===== src/inc/msq_pkg.sv =====
package msq_pkg;

    // Clock and timing
    localparam int CLK_HZ = 200_000_000;
    localparam int HOLD_MS = 10;
    localparam int HOLD_CYC = (CLK_HZ / 1000) * HOLD_MS;
    // Object type changeover time in cycles (no documented figure)
    localparam int CHG_CYC = 16;

    // Widths
    localparam int OBJ_W = 4;
    localparam int RES_W = 8;
    localparam int CODE_W = 8;
    localparam int PSEL_W = 2;
    localparam int PIN_W = 1 + OBJ_W + PSEL_W;
    localparam int TIME_W = 32;

    // Serial command codes
    localparam logic [CODE_W-1:0] CMD_EXEC_LO = 8'h10;
    localparam logic [CODE_W-1:0] CMD_EXEC_HI = 8'h13;
    localparam logic [CODE_W-1:0] CMD_RESULT = 8'h11;
    localparam logic [CODE_W-1:0] CMD_ARM_LO = 8'h18;
    localparam logic [CODE_W-1:0] CMD_ARM_HI = 8'h1b;

    // Link and device error codes
    localparam logic [CODE_W-1:0] ERR_NONE = 8'h00;
    localparam logic [CODE_W-1:0] ERR_WRITE_MODE = 8'h10;
    // Trigger not configured, error number 34
    localparam logic [CODE_W-1:0] ERR_TRIG_UNSET = 8'h22;

    localparam logic [RES_W-1:0] RES_OFF = 8'h00;
    localparam logic [PSEL_W-1:0] PSEL_NONE = 2'h0;

    typedef enum logic [1:0] {
        SRC_PARALLEL = 2'b00,
        SRC_SERIAL = 2'b01,
        SRC_TRIGGER = 2'b10
    } msq_src_t;

    typedef enum logic [1:0] {
        ARM_AUTO = 2'b00,
        ARM_PARALLEL = 2'b01,
        ARM_SERIAL = 2'b10
    } msq_arm_t;

    typedef enum logic [1:0] {
        OUT_NONE = 2'b00,
        OUT_LINK = 2'b01,
        OUT_SERIAL = 2'b10
    } msq_route_t;

    typedef enum logic {
        LINK_WRITE_ENABLE = 1'b0,
        LINK_RESULT_WRITE = 1'b1
    } msq_link_t;

endpackage


===== src/inc/msq_if.sv =====
`timescale 1ns/10ps
interface msq_if;
    import msq_pkg::*;

    // Parallel pins
    logic meas_start_input;
    logic [OBJ_W-1:0] object_type_select_inputs;
    logic program_select_a;
    logic program_select_b;
    logic busy;
    logic [RES_W-1:0] parallel_result_outputs;
    // General-purpose serial
    logic cmd_valid;
    logic [CODE_W-1:0] cmd_code;
    logic resp_valid;
    logic [RES_W-1:0] resp_data;
    // Computer link
    logic link_valid;
    msq_link_t link_cmd;
    logic [RES_W-1:0] link_data;
    logic link_ack;
    logic [CODE_W-1:0] link_err;

    modport dev (
        input meas_start_input, object_type_select_inputs, program_select_a,
        input program_select_b, cmd_valid, cmd_code, link_ack, link_err,
        output busy, parallel_result_outputs, resp_valid, resp_data,
        output link_valid, link_cmd, link_data
    );

    modport host (
        output meas_start_input, object_type_select_inputs, program_select_a,
        output program_select_b, cmd_valid, cmd_code, link_ack, link_err,
        input busy, parallel_result_outputs, resp_valid, resp_data,
        input link_valid, link_cmd, link_data
    );

endinterface


===== src/logic/msq_sync.sv =====
`timescale 1ns/10ps
module msq_sync
    import msq_pkg::*;
#(
    parameter int W = PIN_W
) (
    // Clock and reset
    input wire logic clock,
    input wire logic nrst,
    // Data
    input wire logic [W-1:0] d,
    output logic [W-1:0] q
);

    logic [W-1:0] meta_r;
    logic [W-1:0] meta_nxt;
    logic [W-1:0] q_nxt;

    always_comb begin
        meta_nxt = d;
        q_nxt = meta_r;
    end

    always_ff @(posedge clock) begin
        if (!nrst) begin
            meta_r <= '0;
            q <= '0;
        end else begin
            meta_r <= meta_nxt;
            q <= q_nxt;
        end
    end

endmodule


===== src/logic/msq_dev.sv =====
`timescale 1ns/10ps
module msq_dev
    import msq_pkg::*;
#(
    parameter int CHG_CYCLES = CHG_CYC
) (
    // Clock and reset
    input wire logic clock,
    input wire logic nrst,
    // Controller side
    msq_if.dev bus,
    // Configuration
    input wire msq_src_t start_source_select,
    input wire msq_arm_t sampling_arm_source,
    input wire msq_route_t result_route,
    input wire logic trigger_window_set,
    input wire logic program_switch_en,
    // Measurement engine
    input wire logic trigger_event,
    input wire logic meas_done,
    input wire logic [RES_W-1:0] meas_value,
    output logic meas_go,
    output logic [OBJ_W-1:0] object_type,
    output logic [PSEL_W-1:0] meas_program,
    output logic [TIME_W-1:0] meas_time,
    // Status
    output logic logic_prog_run,
    output logic measurement_done_flag,
    output logic aux_relay_clear,
    output logic sampling,
    output logic trigger_unconfigured_error,
    output logic [CODE_W-1:0] error_code
);

    localparam int CW = $clog2(CHG_CYCLES + 1);

    typedef enum logic [2:0] {
        ST_IDLE = 3'b000,
        ST_SAMPLE = 3'b001,
        ST_CHANGE = 3'b010,
        ST_MEAS = 3'b011,
        ST_WAIT = 3'b100,
        ST_RESP = 3'b101,
        ST_LINK_RES = 3'b110,
        ST_LINK_WE = 3'b111
    } msq_dst_t;

    logic [PIN_W-1:0] pins_s;
    logic start_s;
    logic [OBJ_W-1:0] obj_s;
    logic [PSEL_W-1:0] psel_s;
    logic start_rise;
    logic cmd_exec;
    logic cmd_arm;
    logic cmd_res;
    logic arm;

    msq_dst_t state_r, state_nxt;
    logic start_q_r, start_q_nxt;
    logic [OBJ_W-1:0] obj_r, obj_nxt;
    logic [PSEL_W-1:0] prog_r, prog_nxt;
    logic [RES_W-1:0] par_r, par_nxt;
    logic [RES_W-1:0] result_r, result_nxt;
    logic [CW-1:0] cnt_r, cnt_nxt;
    logic [TIME_W-1:0] time_r, time_nxt;
    logic we_pend_r, we_pend_nxt;
    logic retry_r, retry_nxt;
    logic sent_r, sent_nxt;
    logic resp_req_r, resp_req_nxt;
    msq_route_t route_q_r, route_q_nxt;
    logic busy_r, busy_nxt;
    logic done_r, done_nxt;
    logic aux_r, aux_nxt;
    logic resp_v_r, resp_v_nxt;
    logic err_r, err_nxt;

    msq_sync #(
        .W(PIN_W)
    ) u_sync (
        .clock(clock),
        .nrst(nrst),
        .d({bus.meas_start_input, bus.object_type_select_inputs,
            bus.program_select_b, bus.program_select_a}),
        .q(pins_s)
    );

    assign start_s = pins_s[PIN_W-1];
    assign obj_s = pins_s[PSEL_W +: OBJ_W];
    assign psel_s = program_switch_en ? pins_s[PSEL_W-1:0] : PSEL_NONE;
    assign start_rise = start_s && !start_q_r;
    assign cmd_exec = bus.cmd_valid && bus.cmd_code >= CMD_EXEC_LO
        && bus.cmd_code <= CMD_EXEC_HI;
    assign cmd_arm = bus.cmd_valid && bus.cmd_code >= CMD_ARM_LO
        && bus.cmd_code <= CMD_ARM_HI;
    assign cmd_res = bus.cmd_valid && bus.cmd_code == CMD_RESULT;
    // Arming event per sampling source
    assign arm = (sampling_arm_source == ARM_AUTO)
        || (sampling_arm_source == ARM_PARALLEL && start_rise)
        || (sampling_arm_source == ARM_SERIAL && cmd_arm);

    always_comb begin
        state_nxt = state_r;
        start_q_nxt = start_s;
        obj_nxt = obj_r;
        prog_nxt = prog_r;
        par_nxt = par_r;
        result_nxt = result_r;
        cnt_nxt = cnt_r;
        time_nxt = time_r;
        we_pend_nxt = we_pend_r;
        retry_nxt = retry_r;
        sent_nxt = sent_r;
        route_q_nxt = result_route;
        done_nxt = 1'b0;
        aux_nxt = 1'b0;
        resp_v_nxt = 1'b0;
        resp_req_nxt = resp_req_r || cmd_res;
        err_nxt = start_source_select == SRC_TRIGGER && !trigger_window_set;
        if (route_q_r == OUT_SERIAL && result_route == OUT_LINK) begin
            we_pend_nxt = 1'b1;
        end
        unique case (state_r)
            ST_IDLE: begin
                cnt_nxt = '0;
                if (we_pend_r && result_route == OUT_LINK) begin
                    state_nxt = ST_LINK_WE;
                    sent_nxt = 1'b0;
                end else if (start_source_select == SRC_PARALLEL && start_rise) begin
                    obj_nxt = obj_s;
                    prog_nxt = psel_s;
                    time_nxt = '0;
                    state_nxt = (obj_s != obj_r) ? ST_CHANGE : ST_MEAS;
                end else if (start_source_select == SRC_SERIAL && cmd_exec) begin
                    prog_nxt = psel_s;
                    time_nxt = '0;
                    state_nxt = ST_MEAS;
                end else if (start_source_select == SRC_TRIGGER && !err_nxt && arm) begin
                    if (sampling_arm_source == ARM_PARALLEL) begin
                        obj_nxt = obj_s;
                    end
                    prog_nxt = psel_s;
                    state_nxt = (sampling_arm_source == ARM_PARALLEL && obj_s != obj_r)
                        ? ST_CHANGE : ST_SAMPLE;
                end
                if (state_nxt == ST_CHANGE) begin
                    par_nxt = RES_OFF;
                    aux_nxt = 1'b1;
                end
            end
            ST_CHANGE: begin
                cnt_nxt = cnt_r + 1'b1;
                if (start_source_select == SRC_PARALLEL) begin
                    time_nxt = time_r + 1'b1;
                end
                if (cnt_r == CW'(CHG_CYCLES - 1)) begin
                    state_nxt = (start_source_select == SRC_TRIGGER) ? ST_SAMPLE : ST_MEAS;
                end
            end
            ST_SAMPLE: begin
                if (sampling_arm_source == ARM_PARALLEL && !start_s) begin
                    state_nxt = ST_IDLE;
                end else if (sampling_arm_source == ARM_SERIAL && cmd_arm) begin
                    state_nxt = ST_IDLE;
                end else if (trigger_event) begin
                    time_nxt = '0;
                    state_nxt = ST_MEAS;
                end
            end
            ST_MEAS: begin
                time_nxt = time_r + 1'b1;
                state_nxt = ST_WAIT;
            end
            ST_WAIT: begin
                time_nxt = time_r + 1'b1;
                if (meas_done) begin
                    result_nxt = meas_value;
                    par_nxt = meas_value;
                    done_nxt = 1'b1;
                    sent_nxt = 1'b0;
                    unique case (result_route)
                        OUT_LINK: state_nxt = ST_LINK_RES;
                        OUT_SERIAL: state_nxt = ST_RESP;
                        default: state_nxt = ST_IDLE;
                    endcase
                end
            end
            ST_RESP: begin
                if (resp_req_nxt) begin
                    resp_v_nxt = 1'b1;
                    resp_req_nxt = 1'b0;
                    state_nxt = ST_IDLE;
                end
            end
            ST_LINK_RES: begin
                sent_nxt = 1'b1;
                if (bus.link_ack) begin
                    if (bus.link_err == ERR_WRITE_MODE) begin
                        retry_nxt = 1'b1;
                        sent_nxt = 1'b0;
                        state_nxt = ST_LINK_WE;
                    end else begin
                        state_nxt = ST_IDLE;
                    end
                end
            end
            ST_LINK_WE: begin
                sent_nxt = 1'b1;
                if (bus.link_ack) begin
                    we_pend_nxt = 1'b0;
                    retry_nxt = 1'b0;
                    sent_nxt = 1'b0;
                    state_nxt = retry_r ? ST_LINK_RES : ST_IDLE;
                end
            end
        endcase
        // Busy covers accepted start through finished result output
        busy_nxt = state_nxt != ST_IDLE && state_nxt != ST_SAMPLE;
    end

    always_ff @(posedge clock) begin
        if (!nrst) begin
            state_r <= ST_IDLE;
            start_q_r <= 1'b0;
            obj_r <= '0;
            prog_r <= PSEL_NONE;
            par_r <= RES_OFF;
            result_r <= RES_OFF;
            cnt_r <= '0;
            time_r <= '0;
            we_pend_r <= 1'b1;
            retry_r <= 1'b0;
            sent_r <= 1'b0;
            resp_req_r <= 1'b0;
            route_q_r <= OUT_NONE;
            busy_r <= 1'b0;
            done_r <= 1'b0;
            aux_r <= 1'b0;
            resp_v_r <= 1'b0;
            err_r <= 1'b0;
        end else begin
            state_r <= state_nxt;
            start_q_r <= start_q_nxt;
            obj_r <= obj_nxt;
            prog_r <= prog_nxt;
            par_r <= par_nxt;
            result_r <= result_nxt;
            cnt_r <= cnt_nxt;
            time_r <= time_nxt;
            we_pend_r <= we_pend_nxt;
            retry_r <= retry_nxt;
            sent_r <= sent_nxt;
            resp_req_r <= resp_req_nxt;
            route_q_r <= route_q_nxt;
            busy_r <= busy_nxt;
            done_r <= done_nxt;
            aux_r <= aux_nxt;
            resp_v_r <= resp_v_nxt;
            err_r <= err_nxt;
        end
    end

    assign bus.busy = busy_r;
    assign bus.parallel_result_outputs = par_r;
    assign bus.resp_valid = resp_v_r;
    assign bus.resp_data = result_r;
    assign bus.link_valid = (state_r == ST_LINK_RES || state_r == ST_LINK_WE) && !sent_r;
    assign bus.link_cmd = (state_r == ST_LINK_WE) ? LINK_WRITE_ENABLE : LINK_RESULT_WRITE;
    assign bus.link_data = result_r;
    assign meas_go = state_r == ST_MEAS;
    assign object_type = obj_r;
    assign meas_program = prog_r;
    assign meas_time = time_r;
    // Logic program halted while measuring
    assign logic_prog_run = !(state_r == ST_CHANGE || state_r == ST_MEAS
        || state_r == ST_WAIT);
    assign measurement_done_flag = done_r;
    assign aux_relay_clear = aux_r;
    assign sampling = state_r == ST_SAMPLE;
    assign trigger_unconfigured_error = err_r;
    assign error_code = err_r ? ERR_TRIG_UNSET : ERR_NONE;

endmodule


===== src/flat_wrapper.sv =====
// flat-port wrapper written by rule: the top's interface ports become plain ports
module msq_dev_flat import msq_pkg::*;
#(
    parameter int CHG_CYCLES = CHG_CYC
)
  (clock, nrst, start_source_select, sampling_arm_source, result_route, trigger_window_set, program_switch_en, trigger_event, meas_done, meas_value, meas_go, object_type, meas_program, meas_time, logic_prog_run, measurement_done_flag, aux_relay_clear, sampling, trigger_unconfigured_error, error_code, bus_meas_start_input, bus_object_type_select_inputs, bus_program_select_a, bus_program_select_b, bus_cmd_valid, bus_cmd_code, bus_link_ack, bus_link_err, bus_busy, bus_parallel_result_outputs, bus_resp_valid, bus_resp_data, bus_link_valid, bus_link_cmd, bus_link_data);
  msq_if bus_i ();
  input wire logic clock;
  input wire logic nrst;
  input wire msq_src_t start_source_select;
  input wire msq_arm_t sampling_arm_source;
  input wire msq_route_t result_route;
  input wire logic trigger_window_set;
  input wire logic program_switch_en;
  input wire logic trigger_event;
  input wire logic meas_done;
  input wire logic [RES_W-1:0] meas_value;
  output logic meas_go;
  output logic [OBJ_W-1:0] object_type;
  output logic [PSEL_W-1:0] meas_program;
  output logic [TIME_W-1:0] meas_time;
  output logic logic_prog_run;
  output logic measurement_done_flag;
  output logic aux_relay_clear;
  output logic sampling;
  output logic trigger_unconfigured_error;
  output logic [CODE_W-1:0] error_code;
  input wire logic [$bits(bus_i.meas_start_input)-1:0] bus_meas_start_input;
  input wire logic [$bits(bus_i.object_type_select_inputs)-1:0] bus_object_type_select_inputs;
  input wire logic [$bits(bus_i.program_select_a)-1:0] bus_program_select_a;
  input wire logic [$bits(bus_i.program_select_b)-1:0] bus_program_select_b;
  input wire logic [$bits(bus_i.cmd_valid)-1:0] bus_cmd_valid;
  input wire logic [$bits(bus_i.cmd_code)-1:0] bus_cmd_code;
  input wire logic [$bits(bus_i.link_ack)-1:0] bus_link_ack;
  input wire logic [$bits(bus_i.link_err)-1:0] bus_link_err;
  output wire logic [$bits(bus_i.busy)-1:0] bus_busy;
  output wire logic [$bits(bus_i.parallel_result_outputs)-1:0] bus_parallel_result_outputs;
  output wire logic [$bits(bus_i.resp_valid)-1:0] bus_resp_valid;
  output wire logic [$bits(bus_i.resp_data)-1:0] bus_resp_data;
  output wire logic [$bits(bus_i.link_valid)-1:0] bus_link_valid;
  output wire logic [$bits(bus_i.link_cmd)-1:0] bus_link_cmd;
  output wire logic [$bits(bus_i.link_data)-1:0] bus_link_data;
  assign bus_i.meas_start_input = bus_meas_start_input;
  assign bus_i.object_type_select_inputs = bus_object_type_select_inputs;
  assign bus_i.program_select_a = bus_program_select_a;
  assign bus_i.program_select_b = bus_program_select_b;
  assign bus_i.cmd_valid = bus_cmd_valid;
  assign bus_i.cmd_code = bus_cmd_code;
  assign bus_i.link_ack = bus_link_ack;
  assign bus_i.link_err = bus_link_err;
  assign bus_busy = bus_i.busy;
  assign bus_parallel_result_outputs = bus_i.parallel_result_outputs;
  assign bus_resp_valid = bus_i.resp_valid;
  assign bus_resp_data = bus_i.resp_data;
  assign bus_link_valid = bus_i.link_valid;
  assign bus_link_cmd = bus_i.link_cmd;
  assign bus_link_data = bus_i.link_data;
  msq_dev #(.CHG_CYCLES(CHG_CYCLES)) u_core (.clock(clock), .nrst(nrst), .bus(bus_i), .start_source_select(start_source_select), .sampling_arm_source(sampling_arm_source), .result_route(result_route), .trigger_window_set(trigger_window_set), .program_switch_en(program_switch_en), .trigger_event(trigger_event), .meas_done(meas_done), .meas_value(meas_value), .meas_go(meas_go), .object_type(object_type), .meas_program(meas_program), .meas_time(meas_time), .logic_prog_run(logic_prog_run), .measurement_done_flag(measurement_done_flag), .aux_relay_clear(aux_relay_clear), .sampling(sampling), .trigger_unconfigured_error(trigger_unconfigured_error), .error_code(error_code));
endmodule

===== config.mk =====
export PLATFORM = sky130hd
export DESIGN_NAME = msq_dev_flat
export DESIGN_NICKNAME = d
export VERILOG_FILES = /design/src/inc/msq_pkg.sv /design/src/inc/msq_if.sv /design/src/logic/msq_sync.sv /design/src/logic/msq_dev.sv /design/src/flat_wrapper.sv
export SDC_FILE = /design/constraint.sdc
export NUM_CORES = 1
export LEC_CHECK = 0
export BUFFER_PORTS_ARGS = -buffer_cell sky130_fd_sc_hd__buf_2
export CORE_UTILIZATION = 46
export DETAILED_ROUTE_END_ITERATION = 8
export PLACE_DENSITY_LB_ADDON = 0.2
export SYNTH_ARGS = -nofsm -noshare
export SYNTH_HDL_FRONTEND = slang
export SYNTH_SLANG_ARGS = --single-unit

===== constraint.sdc =====
create_clock -name clock -period 2.3 [get_ports clock]
set_input_delay 0.345 -clock clock [delete_from_list [all_inputs] [get_ports clock]]
set_output_delay 0.345 -clock clock [all_outputs]
set_load 0.005 [all_outputs]

Yosys cells after proc, flatten, opt, wreduce, memory -nomap -nowiden
Index checks and enable logic that the tools add are counted.
Word-level totals
  bits in registers: 88
  bits in latches: 0
  RAM bits: 0
  memory bits (read-only): 0
  bits of input ports: 45
  logic and storage cells: 174
  memories: 0
Cells by class
  add/sub/neg operators: 2
  multipliers: 0
  div/mod/pow operators: 0
  $lt $le $gt $ge: 4
  eq/ne operators: 33
  shift-type cells: 0
  multiplexer cells: 58
  bitwise gates (word level): 2
  reduce and logical (&&, ||, !) cells: 55
Operators by type and width (count)
  $mux W32: 7
  $pmux W32 S4: 1
  $mux W3: 15
  $add A32 B1 Y32 const B: 1
  $pmux W3 S8: 1
  $logic_and A1 B1 Y1: 19
  $eq A8 B5 Y1 const B: 2
  $ge A8 B5 Y1 const B: 2
  $le A8 B5 Y1 const B: 2
  $mux W1: 16
  $mux W4: 4
  $mux W8: 2
  $pmux W8 S2: 1
  $ne A2 B2 Y1 const B: 7
  $eq A3 B3 Y1 const B: 4
  $mux W2: 6
  $ne A2 B1 Y1 const B: 5
  $pmux W5 S2: 1
  $reduce_bool A2 Y1: 5
  $eq A3 B2 Y1 const B: 3
  $reduce_and A3 Y1: 3
  $eq A2 B2 Y1 const B: 4
  $reduce_and A2 Y1: 4
  $reduce_bool A4 Y1: 2
  20 further kinds: 37

Logic depth before layout (Yosys ltp)
  word-level depth: 14
  gate-level depth with buffers: 10
  gate-level depth less buffers: 8

Cells and area by module
A second synthesis with hierarchy kept.
Unflattened totals
  cells, all modules: 486
  area total of the unflattened synthesis: 4337.9 um2
Modules (own cells, without submodules)
  msq_dev: times used 1, cells each 457, area an instance 3946.3 um2, seq. area each 1481.4 um2
  msq_sync: times used 1, cells each 29, area an instance 391.6 um2, seq. area each 280.3 um2

Worst setup path after synthesis
OpenSTA, ideal clock, no wires.
  path kind: input to register
  start point: input port bus_cmd_code[5]
  end point: register u_core.time_r[24], in the netlist u_core.meas_time[24]
  setup time: 71 ps
  arrival time: 2242 ps
  required time: 2229 ps
  path slack: -13 ps
  cell stages on the path: 8
  buffers on the path: 2
  cells stage by stage: and4bb_4 a41oi_2 o21a_1 buf_6 or4_1 clkbuf_2 or3_1 a21oi_1
On the way
  longest elaborated chain between the ends: 6
  elaborated cells between the ends (all ways): 13
  those cells by class: order compare: 4; eq/ne: 2; reduce/logical: 7
RTL lines
  start, declared: line flat_wrapper.sv:33  | input wire logic [$bits(bus_i.cmd_code)-1:0] bus_cmd_code;
  $ge A8 B5 Y1 (on tied branches): line msq_dev.sv:91, msq_dev.sv:93
  $logic_and A1 B1 Y1 (on tied branches): line msq_dev.sv:91, msq_dev.sv:93
  $logic_and A1 B1 Y1 (on tied branches): line msq_dev.sv:92, msq_dev.sv:94
  $logic_and A1 B1 Y1 (on tied branches): line msq_dev.sv:133, msq_dev.sv:162
  $ne A3 B1 Y1 (no line) / $ne A2 B2 Y1 (equally long branches)
  $reduce_and A7 Y1 (no line) *
  end signal, assigned: line msq_dev.sv:248  | time_r <= time_nxt;
  end, declared: line msq_dev.sv:65  | logic [TIME_W-1:0] time_r, time_nxt;
Every way passes the cells marked *; elsewhere a longest branch is shown, timed or not.
A chain may end at the register's enable or synchronous reset.

Worst setup path after layout
  start point: register u_core.time_r[18], in the netlist u_core.meas_time[18]
  end point: register u_core.time_r[26], in the netlist u_core.meas_time[26]
On the way
  longest elaborated chain between the ends: 3
RTL lines
  $add A32 B1 Y32 *: line msq_dev.sv:153, msq_dev.sv:170, msq_dev.sv:174
  $mux W32: line msq_dev.sv:152  | if (start_source_select == SRC_PARALLEL) begin
  $pmux W32 S4 *: line msq_dev.sv:122  | unique case (state_r)
Every way passes the cells marked *; elsewhere a longest branch is shown, timed or not. The select of a mux whose other input is x is not followed.

==> Flow_metrics.wiki <==
{| class="wikitable"
! Metric !! Value
|-
| Run status || complete, no violations
|-
| Clock Tree Buf Depth || 2
|-
| Final core utilization || about three fifths
|-
| Warnings, synthesis || 0
|-
| Type of element launching the critical path || flip-flop
|-
| WS Path Type || flip-flop to flip-flop
|-
| Nature of the critical path endpoint || flip-flop
|-
| Post-synthesis register bit count || 88
|-
| Maximum fanout count along the critical path || 9
|-
| Worst max-slew margin expressed relative to the limit || 59.6%
|-
| First-pass GRT wire length || 15200 µm
|-
| Critical path required time || 2.59 ns
|-
| Drt initial violations || 210
|-
| Post-layout minimum cycle time || 2.15 ns
|-
| Maximum number of pins on one net before global-route repair || 42
|-
| Area overhead of the layout relative to synthesis || 24.9%
|-
| Final Skew || between 0.01 and 0.015 ns
|-
| Y dimension of the die || 95.4 µm
|-
| Count of buffers from port buffering || 118
|-
| Starting density of the core || 48.1%
|-
| Final setup fails || 0
|-
| Global-route total usage across every layer || 21.3%
|-
| Fraction of final layout cells sized beyond drive strength 1 || ~30%
|-
| Placement Rows || 33
|-
| Cell taking the most area after synthesis || sky130_fd_sc_hd__dfxtp_1
|-
| Most common cell in the netlist || sky130_fd_sc_hd__dfxtp_1
|-
| Cell leakage power || 0.00214 µW
|-
| Final worst slack || 0.151 ns
|-
| Post-CTS Setup Bufs || 0
|-
| GP Congestion || about 0.81
|-
| Total number of vias || 3694
|-
| Fraction of post-synthesis cell area in the top cell type by area || 43.9%
|-
| Cell area after synthesis || roughly 4000 µm²
|-
| Wire length per cell || 13.3 µm
|-
| Initial antenna violation count || 0
|-
| Die area || 9100 µm²
|-
| Async S/R FF share, synth || 0%
|-
| Worst-Skew Late Latency || between 0.3 and 0.4 ns
|-
| Max H-tree Level || 3
|-
| ANT cells || 0
|-
| Number of standard cells in the layout, taps in and fillers out || 707
|-
| Clock Tree Root || sky130_fd_sc_hd__clkbuf_8
|-
| Classification of the worst-slack hold path || primary input to flip-flop
|-
| Dominant cells by area after synthesis || sky130_fd_sc_hd__dfxtp_1 44%, sky130_fd_sc_hd__xnor2_1 5.5%, sky130_fd_sc_hd__nand2_1 5.1%
|-
| Tcrit/Tclk final || 93.4%
|-
| Clock buffer count from CTS || 9
|-
| Leading post-synthesis cells by instance count || 88 x sky130_fd_sc_hd__dfxtp_1, 54 x sky130_fd_sc_hd__nand2_1, 42 x sky130_fd_sc_hd__nor2_1
|-
| Final hold slack || 0.171 ns
|-
| Number of placed instances with taps included || 691
|-
| Post-route DRC violation count || 0
|-
| Post-synthesis average cell area || 8.59 µm²
|-
| Post-route ant nets || 0
|-
| Measured slew at the worst slew-check pin || around 0.60 ns
|-
| IO Pins || 125
|-
| Horizontal die dimension || between 90 and 100 µm
|-
| Fin. max-slew vios || 0
|-
| NumNets Final || 647
|-
| Max-cap violations || 0
|-
| Endpoint arrival time on the critical path || between 2 and 2.5 ns
|-
| Primary flip-flop cell chosen by synthesis mapping || sky130_fd_sc_hd__dfxtp_1
|-
| Number of enable flip-flop cells after synthesis || 0
|-
| Detailed-placement wirelength estimate || 6870 µm
|-
| Number of standard cells after synthesis || 467
|-
| CTS tree || done
|-
| Clock sink total || 88
|-
| Number of detailed-route iterations in the first pass || 4
|-
| Placeable Area || 8340 µm²
|-
| Clock transition at the registers of the reported paths || 0.09 ns
|-
| Hold Vio Cnt, Final || 0
|-
| Top achievable clock speed || around 0.47 GHz
|-
| PwrDens || 805 nW/µm²
|-
| Layout fillers || 775
|-
| Vias in the first global route || 3324
|-
| Unique cell type count in the Yosys netlist || 49
|-
| Number of vias per cell after detailed routing || 5.22
|-
| Wire length reported by the detailed router || 9420 µm
|-
| Share of synthesized area occupied by flip-flops and latches || 43.9%
|-
| Pre-CTS WS || -0.0635 ns
|-
| Overflow left after global routing || 0
|-
| Post-layout total power || 4030 µW
|-
| Worst ir drop on vdd || 0.406 mV
|}
[stage by stage]
| stage | TNS [ns] | instance area (µm²) |
|---|---|---|
| after floorplan | 0 | 4040 |
| after global placement | -0.0552 | 4820 |
| after detailed placement | -0.303 | 4820 |
| after CTS | 0 | 4990 |
| after global routing | -0.0558 | 5010 |
| final | 0 | 5010 |
[critical path, stage by stage, from the launching register on]
cell	delay [ns]
sky130_fd_sc_hd__dfxtp_1	0.37
sky130_fd_sc_hd__and4_1	0.24
sky130_fd_sc_hd__and3_1	0.19
sky130_fd_sc_hd__nand3_1	0.12
sky130_fd_sc_hd__or4_1	0.65
sky130_fd_sc_hd__or3_1	0.39
sky130_fd_sc_hd__a21oi_1	0.13
[cells by family after synthesis]
family | share of synthesized area, %
buffers and inverters | 6.43
and+or+nand+nor | 28.8
muxes | 1.25
adders and majority gates | 1.56
other | 0.0935
AOI/OAI and AO/OA | 11.4
xor gates and xnor gates | 6.55
DFF | 43.9
[power by group]
group	internal (µW)	switching, µW
Clock	399	565
Sequential	1620	75.0
Combinational	498	873
[path summary, 6_finish.rpt]
path / from / to / slack (ns) / depth (start not counted)
worst max-delay path: u_core.meas_time[18] / u_core.meas_time[26] / 0.15 / 6
worst min-delay path: trigger_window_set / u_core.trigger_unconfigured_error / 0.17 / 2
worst max register to register: u_core.meas_time[18] / u_core.meas_time[26] / 0.15 / 6
worst min register to register: u_core.u_sync.meta_r[0] / u_core.u_sync.q[0] / 0.44 / 1
[cell usage in the layout (no fill, tap or decap), types with 8 or more instances in the layout]
master	synthesis	routed
sky130_fd_sc_hd__buf_2	1	118
sky130_fd_sc_hd__nand2_1	54	54
sky130_fd_sc_hd__and2_1	24	24
sky130_fd_sc_hd__a21oi_1	12	12
sky130_fd_sc_hd__o21ai_0	16	16
sky130_fd_sc_hd__nand3_1	18	18
sky130_fd_sc_hd__dfxtp_1	88	87
sky130_fd_sc_hd__clkbuf_8	0	9
sky130_fd_sc_hd__nor2_1	42	41
sky130_fd_sc_hd__nand4_1	11	11
sky130_fd_sc_hd__inv_1	12	12
sky130_fd_sc_hd__nor3_1	8	8
sky130_fd_sc_hd__buf_4	16	33
sky130_fd_sc_hd__xnor2_1	25	25
sky130_fd_sc_hd__a21boi_0	21	21
sky130_fd_sc_hd__nor4_1	20	18
[flip-flops by register name, indices dropped and copies added (netlist names), 3 cells and up]
register and count:
u_core.bus.link_data 8, u_core.bus.parallel_result_outputs 8, u_core.cnt_r 5, u_core.meas_time 32, u_core.object_type 4, u_core.state_r 3
u_core.u_sync.meta_r 7, u_core.u_sync.q 7
[metal layers]
layer / part of all wire, % / routed length (µm) / global-route usage [%]
met5: 0 / 0 / 0
met2: 44 / 4140 / 32.9
met1: 49 / 4620 / 30.0
met3: 6.3 / 592 / 4.15
met4: 0.70 / 66 / 6.22
[final cells by class]
cell class | count | area, µm² | share of cell area [%]
clock buffer | 10 | 128 | 2.55
clock inverter | 6 | 43.8 | 0.874
inverter | 12 | 45.0 | 0.899
multi-input combinational | 334 | 2040 | 40.7
sequential | 88 | 1760 | 35.2
tap | 105 | 131 | 2.62
timing repair buffer | 152 | 858 | 17.1
[repair_timing]
item | in CTS | in global routing
endpoints found under the hold margin | 0 | 0
endpoints found under the setup margin | 0 | 9
resized for setup | 0 | 4
hold buffers | 0 | 0
(Power assumes the default switching activity.)
